===== config.mk =====
export PLATFORM = sky130hd
export DESIGN_NAME = xl_ipr_bank
export DESIGN_NICKNAME = d
export VERILOG_FILES = /design/src/design/xl_ipr_pkg.sv /design/src/design/xl_ipr_bank.sv
export VERILOG_INCLUDE_DIRS = /design/src /design/src/design
export SDC_FILE = /design/constraint.sdc
export NUM_CORES = 1
export LEC_CHECK = 0
export BUFFER_PORTS_ARGS = -buffer_cell sky130_fd_sc_hd__buf_2
export CORE_MARGIN = 2
export CORE_UTILIZATION = 40
export DETAILED_ROUTE_END_ITERATION = 10
export GPL_ROUTABILITY_DRIVEN = 0
export SETUP_SLACK_MARGIN = 0.1
export SLEW_MARGIN = 20
export SYNTH_ARGS = -nofsm -noshare
export SYNTH_HDL_FRONTEND = slang
export SYNTH_SLANG_ARGS = --single-unit

===== constraint.sdc =====
create_clock -name i_clk_sys -period 4.9 [get_ports i_clk_sys]
set_input_delay 0.245 -clock i_clk_sys [delete_from_list [all_inputs] [get_ports i_clk_sys]]
set_output_delay 0.245 -clock i_clk_sys [all_outputs]
set_load 0.02 [all_outputs]

===== src/design/xl_ipr_consts.svh =====
// Constants for the fetch-unit translation and exception register group.
// Assumes the pipeline presents internal register moves by index on one port.
//
// Operation
// - Space id register is read/write, field bits 10 down to 4.
// - Entry read loads holding register; holding read delivers data to integer file.
// - Holding bits 29..31 are thermometer code of the two-bit page size hint.
// - Write to invalidate-nonglobal drops every entry whose global bit is zero.
// - Write to invalidate-everything drops all entries and resets replacement pointer.
// - Invalidate-single drops entry matching VA 42:13 and space id or global.
// - Miss or access fault, not sign-check, loads formatted fault address by mode.
// - Page table base is read/write; bits 32:30 undefined in non-NT mode.
// - Parity status bits 11,12,13 record data, tag, timeout faults; write one clears.
// - Any write to flush trigger invalidates whole instruction cache.
// - Return address written by software and hardware; exception write wins; trap return resumes.
// - Captured address: faulting PC, next-issue PC, or PC after privileged call.
// - Return address bit 0 holds privileged mode; trap return takes mode from it.
// - Summary accumulates arithmetic traps; any write clears bits 16 through 10.
// - Summary flags sit at bits 11 to 16 in the documented order.
// - Completion flag sets while all floating traps had qualifier; unqualified floating trap clears until write.
// - Destination mask records one bit per destination register of each trap.
// - Any summary write also clears the whole destination mask.
// - Privileged code base is read/write and cleared by reset.
// - Each entry write advances the replacement pointer.
// - NT superpage enable selects alternate fault address format; table base keeps bits 63:30 in both modes.
`ifndef XL_IPR_CONSTS_SVH
`define XL_IPR_CONSTS_SVH

// Register indices
`define XL_IDX_PAGE_TABLE_BASE 16'h0113
`define XL_IDX_FAULT_FORM 16'h0112
`define XL_IDX_FLUSH 16'h0119
`define XL_IDX_PARITY_STAT 16'h011A
`define XL_IDX_MASK 16'h010D
`define XL_IDX_CODE_BASE 16'h010E
`define XL_IDX_SPACE_ID 16'h0120
`define XL_IDX_ENTRY 16'h0121
`define XL_IDX_HOLD 16'h0122
`define XL_IDX_INV_NONGLOBAL 16'h0123
`define XL_IDX_INV_ALL 16'h0124
`define XL_IDX_INV_SINGLE 16'h0125
`define XL_IDX_RET_ADDR 16'h0126
`define XL_IDX_SUMMARY 16'h0127

// Field positions
`define XL_ASN_LO 4
`define XL_ASN_HI 10
`define XL_HINT_LO 29
`define XL_PERR_LO 11
`define XL_SUM_LO 10
`define XL_VA_LO 13
`define XL_VA_HI 42
`define XL_PTB_LO 30
`define XL_PTB_NONNT_LO 33
`define XL_NT_VA_HI 31
`define XL_PTR_W 6
`define XL_ZERO64 64'h0000_0000_0000_0000
`define XL_PTR_ZERO 6'h00
`define XL_PTR_ONE 6'h01
`define XL_PTB_W 34
`define XL_NT_GAP 8'h00
`define XL_FORM_PAD 3'h0
`define XL_SUM_CLR 7'h00

`endif


===== src/design/xl_ipr_pkg.sv =====
// Types for the fetch-unit translation and exception register group.
// Assumes the constants header is on the include path.
`include "xl_ipr_consts.svh"
package xl_ipr_pkg;

  typedef struct packed {
    logic rd;
    logic wr;
    logic [15:0] idx;
    logic [63:0] wdata;
  } xl_ipr_req_s;

  typedef struct packed {
    logic miss;
    logic acc_fault;
    logic sign_err;
    logic [42:0] va;
  } xl_fault_s;

  typedef struct packed {
    logic valid;
    logic is_fp;
    logic swc_qual;
    logic [5:0] flags;
    logic dest_int;
    logic [4:0] dest_reg;
  } xl_trap_s;

  typedef struct packed {
    logic take;
    logic precise;
    logic [63:0] fault_pc;
    logic [63:0] next_pc;
    logic call_take;
    logic [63:0] call_next_pc;
    logic cur_priv;
    logic rei;
  } xl_exc_s;

  typedef struct packed {
    logic inv_all;
    logic inv_nonglobal;
    logic inv_single;
    logic [29:0] inv_va;
    logic [6:0] inv_asn;
    logic fill;
    logic [`XL_PTR_W-1:0] fill_idx;
    logic [63:0] fill_pte;
  } xl_tb_cmd_s;

endpackage : xl_ipr_pkg


===== src/design/xl_ipr_bank.sv =====
// Fetch-unit register group: translation buffer upkeep, fault address, parity
// status, cache flush and exception state. The buffer array lives outside and
// obeys the command struct; all other inputs come from logic on the same clock.
// Event outputs stand for one cycle; stored values hold until changed.
module xl_ipr_bank
  import xl_ipr_pkg::*;
#(
  parameter int TB_ENTRIES = 48
) (
  input wire logic i_clk_sys,
  input wire logic i_srst,
  input wire xl_ipr_req_s i_ipr,
  input wire logic i_nt_superpage_enable,
  input wire logic [63:0] i_tb_entry_pte,
  input wire logic [1:0] i_tb_entry_hint,
  input wire xl_fault_s i_fault,
  input wire logic i_ic_data_perr,
  input wire logic i_ic_tag_perr,
  input wire logic i_timeout_err,
  input wire xl_trap_s i_trap,
  input wire xl_exc_s i_exc,
  output logic [63:0] o_ipr_rdata,
  output logic o_ipr_rvalid,
  output logic [`XL_PTR_W-1:0] o_tb_ptr,
  output xl_tb_cmd_s o_tb_cmd,
  output logic o_ic_flush,
  output logic [63:0] o_resume_pc,
  output logic o_resume_priv,
  output logic o_resume_valid,
  output logic [6:0] o_space_id
);

  // ------------------------------------------------------------
  // State
  // ------------------------------------------------------------
  // One packed word holds every register, so one always_ff updates them all
  typedef struct packed {
    logic [6:0] process_space_id;
    logic [`XL_PTR_W-1:0] ptr;
    logic [63:0] hold;
    logic [63:0] fault_form;
    logic [33:0] ptbr;
    logic [2:0] perr;
    logic [63:0] exception_return_address_reg;
    logic [6:0] sum;
    logic swc_blocked;
    logic [63:0] mask;
    logic [63:0] code_base;
    logic [63:0] rdata;
    logic rvalid;
    logic flush;
    xl_tb_cmd_s cmd;
    logic [63:0] resume_pc;
    logic resume_priv;
    logic resume_valid;
  } xl_state_s;

  xl_state_s st_r;
  xl_state_s st_nxt;

  // Index compare shared by every write strobe and the read mux
  function automatic logic hit(input logic [15:0] idx, input logic [15:0] ref_idx);
    hit = (idx == ref_idx);
  endfunction : hit

  // Wrapping pointer step
  // Wraps after the last slot so successive fills visit every entry
  function automatic logic [`XL_PTR_W-1:0] ptr_after(input logic [`XL_PTR_W-1:0] ptr,
                                                     input logic [`XL_PTR_W-1:0] last);
    ptr_after = (ptr == last) ? `XL_PTR_ZERO : ptr + `XL_PTR_ONE;
  endfunction : ptr_after

  // Destination bit mapping
  // Float register n is bit n, integer register n is bit 32+n
  function automatic logic [63:0] dest_onehot(input logic is_int, input logic [4:0] reg_no);
    dest_onehot = `XL_ZERO64;
    dest_onehot[{is_int, reg_no}] = 1'b1;
  endfunction : dest_onehot

  // Last slot in use; a smaller buffer never sees the upper pointer values
  logic [`XL_PTR_W-1:0] last_ptr;
  assign last_ptr = `XL_PTR_W'(TB_ENTRIES - 1);

  // ------------------------------------------------------------
  // Next state
  // ------------------------------------------------------------
  always_comb begin
    logic wr;
    logic rd;
    logic [2:0] perr_set;
    logic [63:0] dest_bit;
    logic [2:0] therm;
    wr = i_ipr.wr;
    rd = i_ipr.rd;
    st_nxt = st_r;
    // Event outputs fall back to zero so each stands exactly one cycle
    st_nxt.rvalid = 1'b0;
    st_nxt.rdata = `XL_ZERO64;
    st_nxt.flush = 1'b0;
    st_nxt.resume_valid = 1'b0;
    st_nxt.cmd.inv_all = 1'b0;
    st_nxt.cmd.inv_nonglobal = 1'b0;
    st_nxt.cmd.inv_single = 1'b0;
    st_nxt.cmd.fill = 1'b0;
    perr_set = {i_timeout_err, i_ic_tag_perr, i_ic_data_perr};
    dest_bit = dest_onehot(i_trap.dest_int, i_trap.dest_reg);
    therm = {i_tb_entry_hint == 2'b11, i_tb_entry_hint[1], i_tb_entry_hint != 2'b00};

    // ----------------------------------------------------------
    // Translation buffer upkeep
    // ----------------------------------------------------------
    // Space id store
    if (wr && hit(i_ipr.idx, `XL_IDX_SPACE_ID)) begin
      st_nxt.process_space_id = i_ipr.wdata[`XL_ASN_HI:`XL_ASN_LO];
    end

    if (wr && hit(i_ipr.idx, `XL_IDX_ENTRY)) begin
      st_nxt.cmd.fill = 1'b1;
      st_nxt.cmd.fill_idx = st_r.ptr;
      st_nxt.cmd.fill_pte = i_ipr.wdata;
      // The array writes the old slot on the next edge
      st_nxt.ptr = ptr_after(st_r.ptr, last_ptr);
    end

    // Entry read into holding register, pointer advances too
    if (rd && hit(i_ipr.idx, `XL_IDX_ENTRY)) begin
      st_nxt.hold = i_tb_entry_pte;
      st_nxt.hold[`XL_HINT_LO +: 3] = therm;
      // The entry read itself answers zero; the data waits in the hold register
      st_nxt.ptr = ptr_after(st_r.ptr, last_ptr);
    end

    if (wr && hit(i_ipr.idx, `XL_IDX_INV_NONGLOBAL)) begin
      st_nxt.cmd.inv_nonglobal = 1'b1;
      st_nxt.cmd.inv_asn = st_r.process_space_id;
    end

    if (wr && hit(i_ipr.idx, `XL_IDX_INV_ALL)) begin
      st_nxt.cmd.inv_all = 1'b1;
      // The only write that brings the pointer home from any slot
      st_nxt.ptr = `XL_PTR_ZERO;
    end

    // Single-entry drop by VA and space id
    if (wr && hit(i_ipr.idx, `XL_IDX_INV_SINGLE)) begin
      // The array drops a VA match that has this space id or the global bit
      st_nxt.cmd.inv_single = 1'b1;
      st_nxt.cmd.inv_va = i_ipr.wdata[`XL_VA_HI:`XL_VA_LO];
      st_nxt.cmd.inv_asn = st_r.process_space_id;
    end

    // ----------------------------------------------------------
    // Fault address and table base
    // ----------------------------------------------------------
    // Table base keeps bits 63:30 in both modes
    if (wr && hit(i_ipr.idx, `XL_IDX_PAGE_TABLE_BASE)) begin
      st_nxt.ptbr = i_ipr.wdata[63:`XL_PTB_LO];
    end

    // Fault address capture; sign-check faults leave it alone
    if (i_fault.miss || (i_fault.acc_fault && !i_fault.sign_err)) begin
      // Alternate format in NT superpage mode
      if (i_nt_superpage_enable) begin
        // NT mode keeps the whole base and only VA 31:13
        st_nxt.fault_form = {st_r.ptbr, `XL_NT_GAP, i_fault.va[`XL_NT_VA_HI:`XL_VA_LO],
                             `XL_FORM_PAD};
      end else begin
        // Non-NT mode gives base bits 32:30 up to the wider VA field
        st_nxt.fault_form = {st_r.ptbr[`XL_PTB_W-1:`XL_PTB_NONNT_LO-`XL_PTB_LO],
                             i_fault.va[`XL_VA_HI:`XL_VA_LO], `XL_FORM_PAD};
      end
    end

    // ----------------------------------------------------------
    // Parity status and cache flush
    // ----------------------------------------------------------
    // Write-one clear, then new faults
    if (wr && hit(i_ipr.idx, `XL_IDX_PARITY_STAT)) begin
      st_nxt.perr = st_r.perr & ~i_ipr.wdata[`XL_PERR_LO +: 3];
    end
    // Fault set wins
    // A fault in the clearing cycle survives, so no event is lost
    st_nxt.perr = st_nxt.perr | perr_set;

    if (wr && hit(i_ipr.idx, `XL_IDX_FLUSH)) begin
      // Pulse only; the cache itself does the clearing
      st_nxt.flush = 1'b1;
    end

    // ----------------------------------------------------------
    // Code base and exception address
    // ----------------------------------------------------------
    // Code base store
    if (wr && hit(i_ipr.idx, `XL_IDX_CODE_BASE)) begin
      st_nxt.code_base = i_ipr.wdata;
    end

    // Software write below call, exception above all
    // Later assignments win, so the order below is the priority order
    if (wr && hit(i_ipr.idx, `XL_IDX_RET_ADDR)) begin
      st_nxt.exception_return_address_reg = i_ipr.wdata;
    end
    if (i_exc.call_take) begin
      st_nxt.exception_return_address_reg = {i_exc.call_next_pc[63:1], i_exc.cur_priv};
    end
    if (i_exc.take) begin
      st_nxt.exception_return_address_reg[63:1] = i_exc.precise ? i_exc.fault_pc[63:1] : i_exc.next_pc[63:1];
      st_nxt.exception_return_address_reg[0] = i_exc.cur_priv;
    end
    // Trap return takes address and mode
    // Bit 0 carries the mode, so it never reaches the resume address
    if (i_exc.rei) begin
      st_nxt.resume_valid = 1'b1;
      st_nxt.resume_pc = {st_r.exception_return_address_reg[63:1], 1'b0};
      st_nxt.resume_priv = st_r.exception_return_address_reg[0];
    end

    // ----------------------------------------------------------
    // Trap summary and mask
    // ----------------------------------------------------------
    // Summary write clears flags
    if (wr && hit(i_ipr.idx, `XL_IDX_SUMMARY)) begin
      st_nxt.sum = `XL_SUM_CLR;
      st_nxt.swc_blocked = 1'b0;
      st_nxt.mask = `XL_ZERO64;
    end
    if (wr && hit(i_ipr.idx, `XL_IDX_MASK)) begin
      st_nxt.mask = i_ipr.wdata;
    end
    // Trap accumulates after any clear
    // Clears above come first, so a trap in the same cycle is kept
    if (i_trap.valid) begin
      st_nxt.sum[6:1] = st_nxt.sum[6:1] | i_trap.flags;
      st_nxt.mask = st_nxt.mask | dest_bit;
      // Completion flag tracking
      // Non-floating traps leave the completion flag as it is
      if (i_trap.is_fp && i_trap.swc_qual && !st_nxt.swc_blocked) begin
        st_nxt.sum[0] = 1'b1;
      end else if (i_trap.is_fp && !i_trap.swc_qual) begin
        st_nxt.sum[0] = 1'b0;
        st_nxt.swc_blocked = 1'b1;
      end
    end

    // ----------------------------------------------------------
    // Read mux
    // ----------------------------------------------------------
    // Write-only and unknown indices answer zero; a read sees the state
    // before a write of the same cycle
    if (rd) begin
      st_nxt.rvalid = 1'b1;
      case (1'b1)
        hit(i_ipr.idx, `XL_IDX_SPACE_ID): st_nxt.rdata[`XL_ASN_HI:`XL_ASN_LO] = st_r.process_space_id;
        hit(i_ipr.idx, `XL_IDX_HOLD): st_nxt.rdata = st_r.hold;
        hit(i_ipr.idx, `XL_IDX_FAULT_FORM): st_nxt.rdata = st_r.fault_form;
        hit(i_ipr.idx, `XL_IDX_PAGE_TABLE_BASE): st_nxt.rdata[63:`XL_PTB_LO] = st_r.ptbr;
        hit(i_ipr.idx, `XL_IDX_PARITY_STAT): st_nxt.rdata[`XL_PERR_LO +: 3] = st_r.perr;
        hit(i_ipr.idx, `XL_IDX_RET_ADDR): st_nxt.rdata = st_r.exception_return_address_reg;
        hit(i_ipr.idx, `XL_IDX_SUMMARY): st_nxt.rdata[`XL_SUM_LO +: 7] = st_r.sum;
        hit(i_ipr.idx, `XL_IDX_MASK): st_nxt.rdata = st_r.mask;
        hit(i_ipr.idx, `XL_IDX_CODE_BASE): st_nxt.rdata = st_r.code_base;
        default: st_nxt.rdata = `XL_ZERO64;
      endcase
    end
  end

  // ------------------------------------------------------------
  // Registers
  // ------------------------------------------------------------
  // Pointer resets to zero here as well, so it is defined even if reset
  // software forgets its invalidate-everything write.
  always_ff @(posedge i_clk_sys) begin
    if (i_srst) begin
      // Code base cleared with everything else
      st_r <= '0;
    end else begin
      st_r <= st_nxt;
    end
  end

  // ------------------------------------------------------------
  // Outputs
  // ------------------------------------------------------------
  // Every output is a field of the state register, none is combinational
  assign o_ipr_rdata = st_r.rdata;
  assign o_ipr_rvalid = st_r.rvalid;
  assign o_tb_ptr = st_r.ptr;
  assign o_tb_cmd = st_r.cmd;
  assign o_ic_flush = st_r.flush;
  assign o_resume_pc = st_r.resume_pc;
  assign o_resume_priv = st_r.resume_priv;
  assign o_resume_valid = st_r.resume_valid;
  assign o_space_id = st_r.process_space_id;

endmodule : xl_ipr_bank


# Word level (Yosys, flattened, before mapping)
# Index checks and enable logic that the tools add are counted.
[totals] reg_bits=620 latch_bits=0 mem_bits_rw=0 romBits=0 input_bits=412 out_inout_bits=256 elab_cells=163 mem_count=0
[op_classes] add_sub_neg=1 multipliers=0 n_div=0 order_cmp=2 n_eq_ne=16 n_shift=0 mux=83 n_bitwise=6 n_reduce_logical=29
[ops] op="$mux W34" n=8
[ops] op="$mux W64" n=4
[ops] op="$eq A16 B9 Y1 const B" n=14
[ops] op="$mux W72" n=2
[ops] op="$mux W13" n=8
[ops] op="$mux W71" n=1
[ops] op="$mux W70" n=1
[ops] op="$mux W6" n=11
[ops] op="$or A64 B64 Y64" n=1
[ops] op="$mux W63" n=1
[ops] op="$mux W3" n=17
[ops] op="$mux W38" n=1
[ops] op="$mux W33" n=1
[ops] op="$mux W4" n=8
[ops] op="$logic_and A1 B1 Y1" n=18
[ops] op="$mux W1" n=17
[ops] op="$lt A6 B7 Y1 const B" n=1
[ops] op="$mux W7" n=1
[ops] op="$add A6 B1 Y6 const B" n=1
[ops] op="$demux W1 S6" n=1
[ops] op="$eq A6 B6 Y1 const B" n=1
[ops] op="$ge A6 B1 Y1 const B" n=1
[ops] op="$or A6 B6 Y6" n=1
[ops] op="$reduce_bool A2 Y1" n=3
[ops] op="other kinds (11)" n=14

# Longest topological paths before layout
# Gate-level depths: netlist of the first run.
[depth] word_depth=10 ltp_mapped=9 ltp_nobuf=5

# Worst setup path after synthesis of the first run
# OpenSTA, ideal clock, no wires.
[synth_path] kind="input -> register" startpoint="input port i_ipr[73] in the netlist's numbering" endpoint="register st_r[330] in the netlist's numbering" setup_ps=132 t_arrival_ps=1907 required_time_ps=4768 slack_ps=2861 stages=6 path_buffers=1 path_cell_list="or4b_4 > nor4_4 > a32oi_2 > buf_2 > a22oi_1 > a21oi_1"
[synth_via] elab_chain_len=6 elab_cells_between_ends=8 classes_between="eq/ne (2); mux (3); bitwise (1); reduce/logical (2)"
[synth_rtl] item="from (decl)" line="xl_ipr_bank.sv:12" source="input wire xl_ipr_req_s i_ipr,"
[synth_rtl] item="$eq A16 B9 Y1" line="xl_ipr_bank.sv:63" source="hit = (idx == ref_idx);"
[synth_rtl] item="$logic_and A1 B1 Y1" line="xl_ipr_bank.sv:222" source="if (wr && hit(i_ipr.idx, `XL_IDX_SUMMARY)) begin"
[synth_rtl] item="$mux W72" line="xl_ipr_bank.sv:222"
[synth_rtl] item="$mux W64 *" line="xl_ipr_bank.sv:227" source="if (wr && hit(i_ipr.idx, `XL_IDX_MASK)) begin"
[synth_rtl] item="$or A64 B64 Y64" line="xl_ipr_bank.sv:234" source="st_nxt.mask = st_nxt.mask | dest_bit;"
[synth_rtl] item="$mux W72 *" line="xl_ipr_bank.sv:232" source="if (i_trap.valid) begin"
[synth_rtl] item="to (signal assigned)" line="xl_ipr_bank.sv:277" source="st_r <= st_nxt;"
[synth_rtl] item="to (decl)" line="xl_ipr_bank.sv:58" source="xl_state_s st_r;"
# Mark *: on every way between the ends. The rest lies on a longest branch, timed or not.
# A chain may end at the register's enable or synchronous reset.

# Final worst setup path of the first run
[layout_path] startpoint="input port i_ipr[67] in the netlist's numbering" endpoint="register st_r[358] in the netlist's numbering"
# Same word-level chain as after synthesis.

==> impl_metrics.csv, run 1 <==
group,metric,value,unit
worst_setup_path,cp_cell_sequence,"buf_2 -> nor3b_4 -> buf_4 -> and2_0 -> and2_4 -> a22oi_1 -> a21oi_1",
hold_path,hold_path_class,"input port to register",
floorplan,die_height,268.3,um
synthesis,synth-seq-area-share,0.4422,
synthesis,synth-simple-area-share,0.1927,
floorplan,dieWidth,268.3,um
route,drc,0,
route,vias,26350,
worst_setup_path,cp.buffers_inverters,2,
layout,final_cell_mix,"nand2_1, buf_2, dfxtp_1",
floorplan,io_pins,668,
floorplan,die_area,0.07197,sq mm
synthesis,yosysUniqueCellTypes,64,
synthesis,muxShareOfSynthArea,0.05196,
placement,io_buffers,647,
worst_setup_path,worst-path-max-fanout,64,
global_routing,overflow,0,
synthesis,synth_edf_count,0,
global_routing,grt_pass1_wl,151400,um
worst_setup_path,cp-start-kind,"input port",
sta,slew_headroom,0.2485,
synthesis,synthAdderAreaFrac,0.0004479,
sta,slew_violations,0,
worst_setup_path,slowest_delay,0.88,ns
sta,whs,0.03742,ns
clock_network,max-clock-path-buffers,3,
synthesis,yosys_register_bits,617,
clock_network,post-cts-setup-buffers,0,
clock_network,cts_sinks,617,
sta,hold_viol_final,0,
route,postRouteAntennaNets,0,
synthesis,syn_nets,3895,
sta,setup_viol,0,
clock_network,cts_inserted_buffers,69,
route,first_iter_violations,2137,
pwr,power_leakage,13.28,nW
floorplan,start_util,0.4059,
sta,worst_pin_slew,1.127,ns
clock_network,clk_latency,0.61,ns
layout,final_common_cell,"nand2_1",
worst_setup_path,r2r_cells,5,
route,via_per_inst,5.392,
clock_network,post_cts_resize_count,0,
global_routing,antenna_found_initial,16,
worst_setup_path,cp_data_arrival_time,3.30,ns
layout,layout-drive-gt1-share,0.2183,
pwr,power_density,336.1,mW/mm^2
pwr,total_power,11.43,mW
clock_network,ctsHoldBuffers,168,
placement,hpwl,68700,um
sta,setup_tns,0,ns
synthesis,netlist.area_leader.share,0.4422,
worst_setup_path,startpoint,"i_ipr[67]",
synthesis,synth_xor_area_frac,0.001254,
sta,rsz0062_at_grt,"false",
synthesis,async_flop_share,0,
synthesis,syn_area,0.02793,sq mm
worst_setup_path,worst_ep_required_time,5.40,ns
global_routing,grt_pass1_vias,24610,
synthesis,syn-instance-count,3482,
worst_setup_path,critical_path_class,"input port to register",
sta,fin_crit_sh,0.5723,
worst_setup_path,critPathSlowestCell,"and2_0",
synthesis,yosysWarnings,0,
layout,utilization,0.4941,
route,routed_wl,104400,um
layout,syn2layout_area_growth,21.74,%
synthesis,yosys.area.top_type,"dfxtp_1",
worst_setup_path,timing.rr.start,"o_tb_ptr[0]",
worst_setup_path,cp-end-kind,"register",
job,maxCapViolations,0,
synthesis,synth_area_per_cell,8.022,sq um
sta,fin_skew,0.02673,ns
worst_setup_path,crit_end,"st_r[358]",
worst_setup_path,r2r_setup_slack,3.41,ns
layout,final_area,0.03401,sq mm
status,status,"finished, final reports clean",
worst_setup_path,crit_cells,7,
clock_network,cts_tree,"built",
placement,place_area,0.03000,sq mm
global_routing,grt_use_total,0.2752,
global_routing,grt_max_degree,201,
layout,nets,4306,
synthesis,synth_top_family_by_area,"compound AO/OA/AOI/OAI gates",
sta,post-route-min-period,2.804,ns
synthesis,synth_compound_area_frac,0.2038,
clock_network,htreeDepth,3,
worst_setup_path,r2r-end,"o_tb_ptr[4]",
layout,fillers,6790,
sta,clock.fmax,0.3566,GHz
route,firstDrtPassIters,6,
floorplan,coreArea,0.06883,sq mm
worst_setup_path,crit_family,"simple AND/OR/NAND/NOR gates",
floorplan,rows,96,
synthesis,synth-main-ff-cell,"dfxtp_1",
clock_network,root_buffer,"clkbuf_16",
synthesis,synth_area_leaders,"dfxtp_1, nand2_1, a21oi_1",
pwr,irDropWorstVdd,0.0002069,V
clock_network,path_clk_slew,0.06,ns
route,routedWlPerCell,21.35,um
[metrics by stage]
stage | instances | worst slack, ns
final | 4887 | 2.096
after global routing | 4882 | 2.042
after CTS | 4874 | 2.193
after detailed placement | 4584 | 1.617
after global placement | 4584 | 1.561
after floorplan | 3482 | 2.861
[power breakdown]
group / switching [mW] / internal [mW]
clock network: 2.16 / 3.07
logic: 0.604 / 0.409
registers: 0.0703 / 5.11
[layout make-up]
class	count	area [sq um]	share of cell area
flip-flops and latches	617	12350	0.3632
well taps	931	1165	0.03425
multi-input cells	2337	12800	0.3763
inverters	3	11.26	0.0003311
clock buffers	98	2008	0.05905
repair buffers	865	5385	0.1584
diodes	12	30.03	0.0008830
clock inverters	24	259.0	0.007616
[sequential cells by signal (all words and copies together) (netlist names)]
register	count
st_r	362
o_tb_cmd	111
o_resume_pc	63
o_space_id	7
o_ic_flush	1
o_tb_ptr	6
o_ipr_rdata	64
o_ipr_rvalid	1
o_resume_priv	1
o_resume_valid	1
[per-layer routing]
metal / part of all wire / up-vias / track usage
li1: - / 12520 / -
met1: 0.43 / 12580 / 0.3586
met2: 0.46 / 1029 / 0.4537
met3: 0.065 / 227 / 0.04820
met4: 0.036 / 6 / 0.1057
met5: 0.00041 / - / 0
[synth_stat cells, types with 11 or more instances]
cell type,number
buf_4,252
a211oi_1,66
o21ai_0,24
a22oi_1,99
dfxtp_1,617
o2bb2ai_1,24
nor2_1,119
a21oi_1,607
mux2i_1,145
clkbuf_1,212
nand4_1,11
buf_2,36
nand3_1,84
a221oi_1,21
buf_1,21
nor2b_1,102
o221ai_1,34
nand2_1,867
[worst reg2reg max path: cells and delay by family, from the launching register on]
kind / cells / cell delay, ns
simple gates: 3 / 0.65
flops: 1 / 0.44
fa+ha+maj: 1 / 0.21
compound gates: 1 / 0.13
[worst min path at each step]
stage	start	to	slack, ns	depth (start not counted)
after detailed placement	o_tb_cmd[94]	o_tb_cmd[94]	0.44	2
final	i_fault[45]	st_r[507]	0.04	4
after floorplan	i_ic_data_perr	st_r[443]	0.36	2
after global routing	i_fault[45]	st_r[509]	0.02	4
after global placement	o_tb_cmd[94]	o_tb_cmd[94]	0.43	2
after CTS	i_ipr[0]	o_tb_cmd[0]	0.01	3
[kinds of logic after synthesis]
group	count (synthesis)
and+or+nand+nor	1249
AOI/OAI and AO/OA	937
DFF	617
buffers and inverters	528
muxes	145
xor gates and xnor gates	4
adders and majority gates	1
other	1
Note: power is estimated with default switching activity, not from simulation.
==> run 2: changes to the inputs <==
==> constraint.sdc (replaced) <==
create_clock -name i_clk_sys -period 2.8 [get_ports i_clk_sys]
set_input_delay 0.14 -clock i_clk_sys [delete_from_list [all_inputs] [get_ports i_clk_sys]]
set_output_delay 0.14 -clock i_clk_sys [all_outputs]
set_load 0.02 [all_outputs]
==> impl_metrics.csv, run 2 (synthesized netlist as in run 1, its figures left out) <==
group,metric,value,unit
status,status,"finished, final reports clean",
worst_setup_path,worst_ep_required_time,3.34,ns
placement,io_buffers,647,
sta,slew_headroom,0.3349,
route,routed_wl,104900,um
sta,hold_viol_final,0,
layout,nets,4409,
clock_network,cts_inserted_buffers,68,
placement,hpwl,69280,um
global_routing,grt_pass1_wl,154400,um
route,vias,26670,
sta,fin_skew,0.01776,ns
layout,final_common_cell,"nand2_1",
floorplan,rows,96,
floorplan,dieWidth,268.3,um
global_routing,antenna_found_initial,15,
route,routedWlPerCell,21.05,um
sta,setup_tns,0,ns
worst_setup_path,crit_top_cell,"nor2_1",
worst_setup_path,worst-path-max-fanout,65,
global_routing,overflow,0,
clock_network,ctsHoldBuffers,244,
floorplan,io_pins,668,
clock_network,max-clock-path-buffers,3,
pwr,power_leakage,13.75,nW
clock_network,root_buffer,"clkbuf_16",
pwr,power_density,560.4,mW/mm^2
worst_setup_path,cp-end-kind,"register",
floorplan,die_height,268.3,um
worst_setup_path,cp_cell_sequence,"buf_2 -> or4b_1 -> nor2_1 -> a311o_2 -> buf_12 -> nor2_1 -> a311oi_1 -> dlygate4sd3_1",
route,drc,0,
floorplan,coreArea,0.06883,sq mm
sta,fin_ws,0.4726,ns
route,via_per_inst,5.353,
clock_network,cts_sinks,617,
route,firstDrtPassIters,5,
clock_network,htreeDepth,3,
floorplan,start_util,0.4059,
clock_network,path_clk_slew,0.06,ns
sta,rsz0062_at_grt,"false",
clock_network,post_cts_resize_count,0,
route,first_iter_violations,1972,
hold_path,hold_path_class,"input port to register",
worst_setup_path,slowest_delay,0.61,ns
worst_setup_path,critPathSlowestCell,"or4b_1",
route,postRouteAntennaNets,0,
placement,pre_cts_ws,0.4309,ns
sta,setup_viol,0,
sta,clock.fmax,0.4297,GHz
worst_setup_path,critical_path_class,"input port to register",
worst_setup_path,cp_data_arrival_time,2.87,ns
layout,syn2layout_area_growth,25.34,%
sta,fin_crit_sh,0.8312,
layout,largest_register_ffs,362,
global_routing,grt_pass1_vias,25490,
global_routing,grt_use_total,0.2792,
job,maxCapViolations,0,
sta,worst_pin_slew,0.9977,ns
clock_network,post-cts-setup-buffers,0,
floorplan,die_area,0.07197,sq mm
sta,post-route-min-period,2.327,ns
clock_network,clk_latency,0.60,ns
layout,final_cell_mix,"nand2_1, buf_2, dfxtp_1",
clock_network,cts_tree,"built",
layout,layout-drive-gt1-share,0.2172,
sta,slew_violations,0,
pwr,irDropWorstVdd,0.0004636,V
global_routing,grt_max_degree,164,
layout,top_register,"st_r",
worst_setup_path,cp-start-kind,"input port",
## run 2: final timing paths
kind	start	endpoint	slack, ns	cells after the start
worst min-delay path	i_exc[74]	st_r[386]	0.02	5
worst max register to register	o_tb_ptr[1]	o_tb_ptr[4]	1.30	5
worst max-delay path	i_ipr[71]	st_r[379]	0.47	8
worst min register to register	o_tb_cmd[91]	o_tb_cmd[91]	0.45	2
## run 2: layer usage
metal  track usage  routed length (um)
met1        0.3554               43890
met2        0.4656               49550
met3       0.05049                7326
met4        0.1148                4050
met5             0                  45
## run 2: area by class of cell
| class | count | area (sq um) |
|---|---|---|
| Antenna cell | 9 | 22.52 |
| Tap cell | 931 | 1165 |
| Inverter | 3 | 11.26 |
| Timing Repair Buffer | 969 | 6561 |
| Clock inverter | 20 | 196.4 |
| Sequential cell | 617 | 12350 |
| Fill cell | 6669 | 33810 |
| Multi-Input combinational cell | 2337 | 12800 |
| Clock buffer | 96 | 1908 |
## run 2: metrics by stage
step | utilization | total power [mW] | instance area [sq um] | std cells | hold slack (ns)
CTS | 0.5084 | 19.73 | 34990 | 4973 | 0.0003508
floorplan | - | 10.08 | 27930 | 3482 | 0.2574
global placement | 0.4423 | 10.81 | 30440 | 4613 | 0.3528
finish | 0.5087 | 19.62 | 35010 | 4982 | 0.02228
detailed placement | 0.4423 | 10.83 | 30440 | 4613 | 0.3648
global route | 0.5086 | 20.27 | 35010 | 4980 | 0.02299
## run 2: power breakdown
group / switching [mW] / internal (mW)
clock: 3.64 / 5.03
sequential: 0.121 / 8.94
combinational: 1.08 / 0.814
## run 2: critical path: cells and delay by family
| family | cells | cell delay [ns] |
|---|---|---|
| simple gates | 3 | 1.09 |
| compound gates | 2 | 0.52 |
| buf+inv | 3 | 1.06 |
==> run 3: changes to the inputs <==
--- a/config.mk
+++ b/config.mk
@@ -6,6 +6,7 @@
 export SDC_FILE = /design/constraint.sdc
 export NUM_CORES = 1
 export LEC_CHECK = 0
+export ABC_AREA = 1
 export BUFFER_PORTS_ARGS = -buffer_cell sky130_fd_sc_hd__buf_2
 export CORE_MARGIN = 2
 export CORE_UTILIZATION = 40
==> constraint.sdc (replaced) <==
create_clock -name i_clk_sys -period 2.2 [get_ports i_clk_sys]
set_input_delay 0.11 -clock i_clk_sys [delete_from_list [all_inputs] [get_ports i_clk_sys]]
set_output_delay 0.11 -clock i_clk_sys [all_outputs]
set_load 0.02 [all_outputs]
==> impl_metrics.csv, run 3 <==
group,metric,value,unit
floorplan,start_util,0.4037,
sta,slew_violations,0,
synthesis,synth-seq-area-share,0.4376,
worst_setup_path,cp.buffers_inverters,5,
hold_path,min_from,"i_exc[89]",
worst_setup_path,r2r_setup_slack,0.65,ns
synthesis,synth_area_leaders,"dfxtp_1, a21oi_1, o21ai_0",
floorplan,io_pins,668,
hold_path,hold_path_class,"input port to register",
global_routing,grt_use_total,0.3208,
synthesis,syn_area,0.02822,sq mm
placement,placed_cells,5034,
pwr,irDropWorstVdd,0.0005307,V
pwr,pwr-share-clk,0.464,
clock_network,path_clk_slew,0.06,ns
route,via_per_inst,5.345,
worst_setup_path,worst-path-max-fanout,47,
sta,slew_headroom,0.4132,
sta,clock.fmax,0.4892,GHz
synthesis,yosysUniqueCellTypes,40,
layout,fillers,6893,
synthesis,yosysWarnings,0,
global_routing,overflow,0,
synthesis,yosys_register_bits,617,
synthesis,synth-main-ff-cell,"dfxtp_1",
worst_setup_path,critical_path_class,"input port to register",
status,status,"finished, final reports clean",
placement,io_buffers,647,
clock_network,clk_latency,0.62,ns
route,postRouteAntennaNets,0,
clock_network,cts_inserted_buffers,70,
worst_setup_path,timing.rr.start,"st_r[438]",
worst_setup_path,r2r-end,"st_r[438]",
clock_network,cts_tree,"built",
layout,largest_register_ffs,362,
synthesis,yosys-top-cells-count,"dfxtp_1, nand2_1, a21oi_1, o21ai_0, nor2_1",
synthesis,syn_nets,4255,
clock_network,root_buffer,"clkbuf_16",
sta,fin_skew,0.02108,ns
layout,nets,4857,
layout,top_register,"st_r",
sta,setup_tns,0,ns
global_routing,grt_max_degree,97,
pwr,power_leakage,15.63,nW
hold_path,whs_endpoint,"st_r[401]",
pwr,p_sw,6.770,mW
pwr,p_int,20.01,mW
global_routing,grt_pass1_wl,176600,um
clock_network,max-clock-path-buffers,3,
route,firstDrtPassIters,6,
worst_setup_path,critPathSlowestCell,"dlygate4sd3_1",
worst_setup_path,cp-start-kind,"input port",
synthesis,synth_area_per_cell,7.346,sq um
floorplan,coreArea,0.06991,sq mm
worst_setup_path,slowest_delay,0.56,ns
worst_setup_path,cp_cell_sequence,"dlygate4sd3_1 -> buf_2 -> buf_4 -> nand2_2 -> buf_4 -> nand3_1 -> a31oi_1 -> dlygate4sd3_1",
sta,fin_crit_sh,0.9291,
worst_setup_path,worst_ep_required_time,2.77,ns
floorplan,die_height,269.6,um
worst_setup_path,r2r_cells,3,
layout,multi_input_area,0.01189,sq mm
synthesis,synth_edf_count,0,
floorplan,rows,97,
worst_setup_path,cp_data_arrival_time,2.61,ns
hold_path,hold_depth,3,
worst_setup_path,cp-end-kind,"register",
sta,rsz0062_at_grt,"true",
route,vias,29130,
layout,fin_cells,5451,
clock_network,cts_sinks,617,
layout,layout-drive-gt1-share,0.2146,
global_routing,grt_pass1_vias,26890,
layout,final_common_cell,"buf_2",
route,routed_wl,122000,um
worst_setup_path,crit_family,"buffers and inverters",
pwr,swShare,0.2528,
sta,worst_pin_slew,0.8802,ns
synthesis,netlist.area_leader.share,0.4376,
clock_network,htreeDepth,3,
synthesis,synth_most_common_cell,"dfxtp_1",
sta,setup_viol,0,
route,first_iter_violations,3322,
layout,seqCellArea,0.01235,sq mm
synthesis,yosys.area.top_type,"dfxtp_1",
pwr,pwr-share-seq,0.435,
layout,syn2layout_area_growth,28.61,%
global_routing,antenna_found_initial,14,
sta,post-route-min-period,2.044,ns
synthesis,async_flop_share,0,
floorplan,dieWidth,269.6,um
pwr,p_comb_frac,0.101,
placement,hpwl,87610,um
floorplan,die_area,0.07270,sq mm
pwr,power_density,737.7,mW/mm^2
layout,final_cell_mix,"buf_2, dfxtp_1, nand2_1",
sta,hold_viol_final,0,
synthesis,syn-instance-count,3842,
route,routedWlPerCell,22.39,um
route,drc,0,
job,maxCapViolations,0,
-- run 3: cell types whose count changed after synthesis, sizes merged, moves of 113 or more --
| cell | before | now |
|---|---|---|
| o21ai | 24 | 512 |
| nand2 | 867 | 594 |
| inv | 3 | 258 |
| nor2 | 119 | 322 |
| mux2i | 145 | 31 |
| nand3 | 84 | 197 |
-- run 3: cell type report --
class / count / area share
sequential: 617 / 0.3403
multi-input combinational: 2437 / 0.3276
timing repair buffer: 1060 / 0.2049
clock buffer: 110 / 0.05939
tap: 940 / 0.03240
inverter: 258 / 0.02706
clock inverter: 20 / 0.007686
antenna: 9 / 0.0006204
-- run 3: cell families (layout without fill, tap and decap cells) --
group / count (synthesis) / after routing / share of synthesized area
XOR/XNOR: 3 / 3 / 0.0009311
AO/OA/AOI/OAI: 1209 / 1209 / 0.2291
buffers and inverters: 789 / 1448 / 0.1443
flip-flops: 617 / 617 / 0.4376
other: 1 / 10 / 0.0001329
AND/OR/NAND/NOR: 1191 / 1192 / 0.1765
multiplexers: 31 / 31 / 0.01099
adder cells (fa/ha/maj): 1 / 1 / 0.0004432
-- run 3: power groups by stage --
stage	Clock [mW]	Sequential [mW]	Combinational [mW]
after floorplan	0	11.8	1.17
after global placement	0	11.9	2.20
after detailed placement	0	11.9	2.21
after CTS	12.5	11.6	2.64
after global routing	13.0	11.7	2.90
final	12.4	11.7	2.71
-- run 3: how the worst max path moves through the flow --
stage          cells past startpoint       from        endpoint
3_3_place_gp                      11  i_ipr[71]       st_r[365]
5_1_grt                           11  i_ipr[71]       st_r[364]
6_report                           8  i_ipr[80]       st_r[364]
3_5_place_dp                      11  i_ipr[71]       st_r[346]
2_1_floorplan                     12  i_ipr[71]  o_ipr_rdata[8]
4_1_cts                           12  i_ipr[71]       st_r[364]
-- run 3: metal layers --
| layer | wire length (um) | GRT usage | vias up |
|---|---|---|---|
| met3 | 12960 | 0.1001 | 242 |
| met4 | 4329 | 0.1203 | 8 |
| met5 | 55 | 0 | - |
| met1 | 53760 | 0.4466 | 13630 |
| met2 | 50930 | 0.4616 | 1418 |
| li1 | - | - | 13830 |
-- run 3: stage by stage --
step	area, sq um	power, mW	worst slack [ns]	hold WS [ns]	utilization
finish	36300	26.78	0.1560	0.005062	0.5193
global route	36290	27.55	0.07906	0.008772	0.5192
CTS	36210	26.78	0.1677	0.0003303	0.5180
detailed placement	31020	14.09	0.02610	0.3310	0.4438
global placement	31020	14.08	0.03420	0.3256	0.4438
floorplan	28220	12.96	0.7593	0.2394	-
-- run 3: what timing repair did --
item,4_1_cts,5_1_grt
setup endpoints to repair,0,11
hold buffers,275,0
buffers inserted,0,1
endpoints found under the hold margin,410,0
gates resized for setup,0,3
-- run 3: worst min-delay path, delay by kind of cell --
kind | cells | cell delay (ns)
AO/OA/AOI/OAI | 2 | 0.38
buffers and inverters | 1 | 0.08
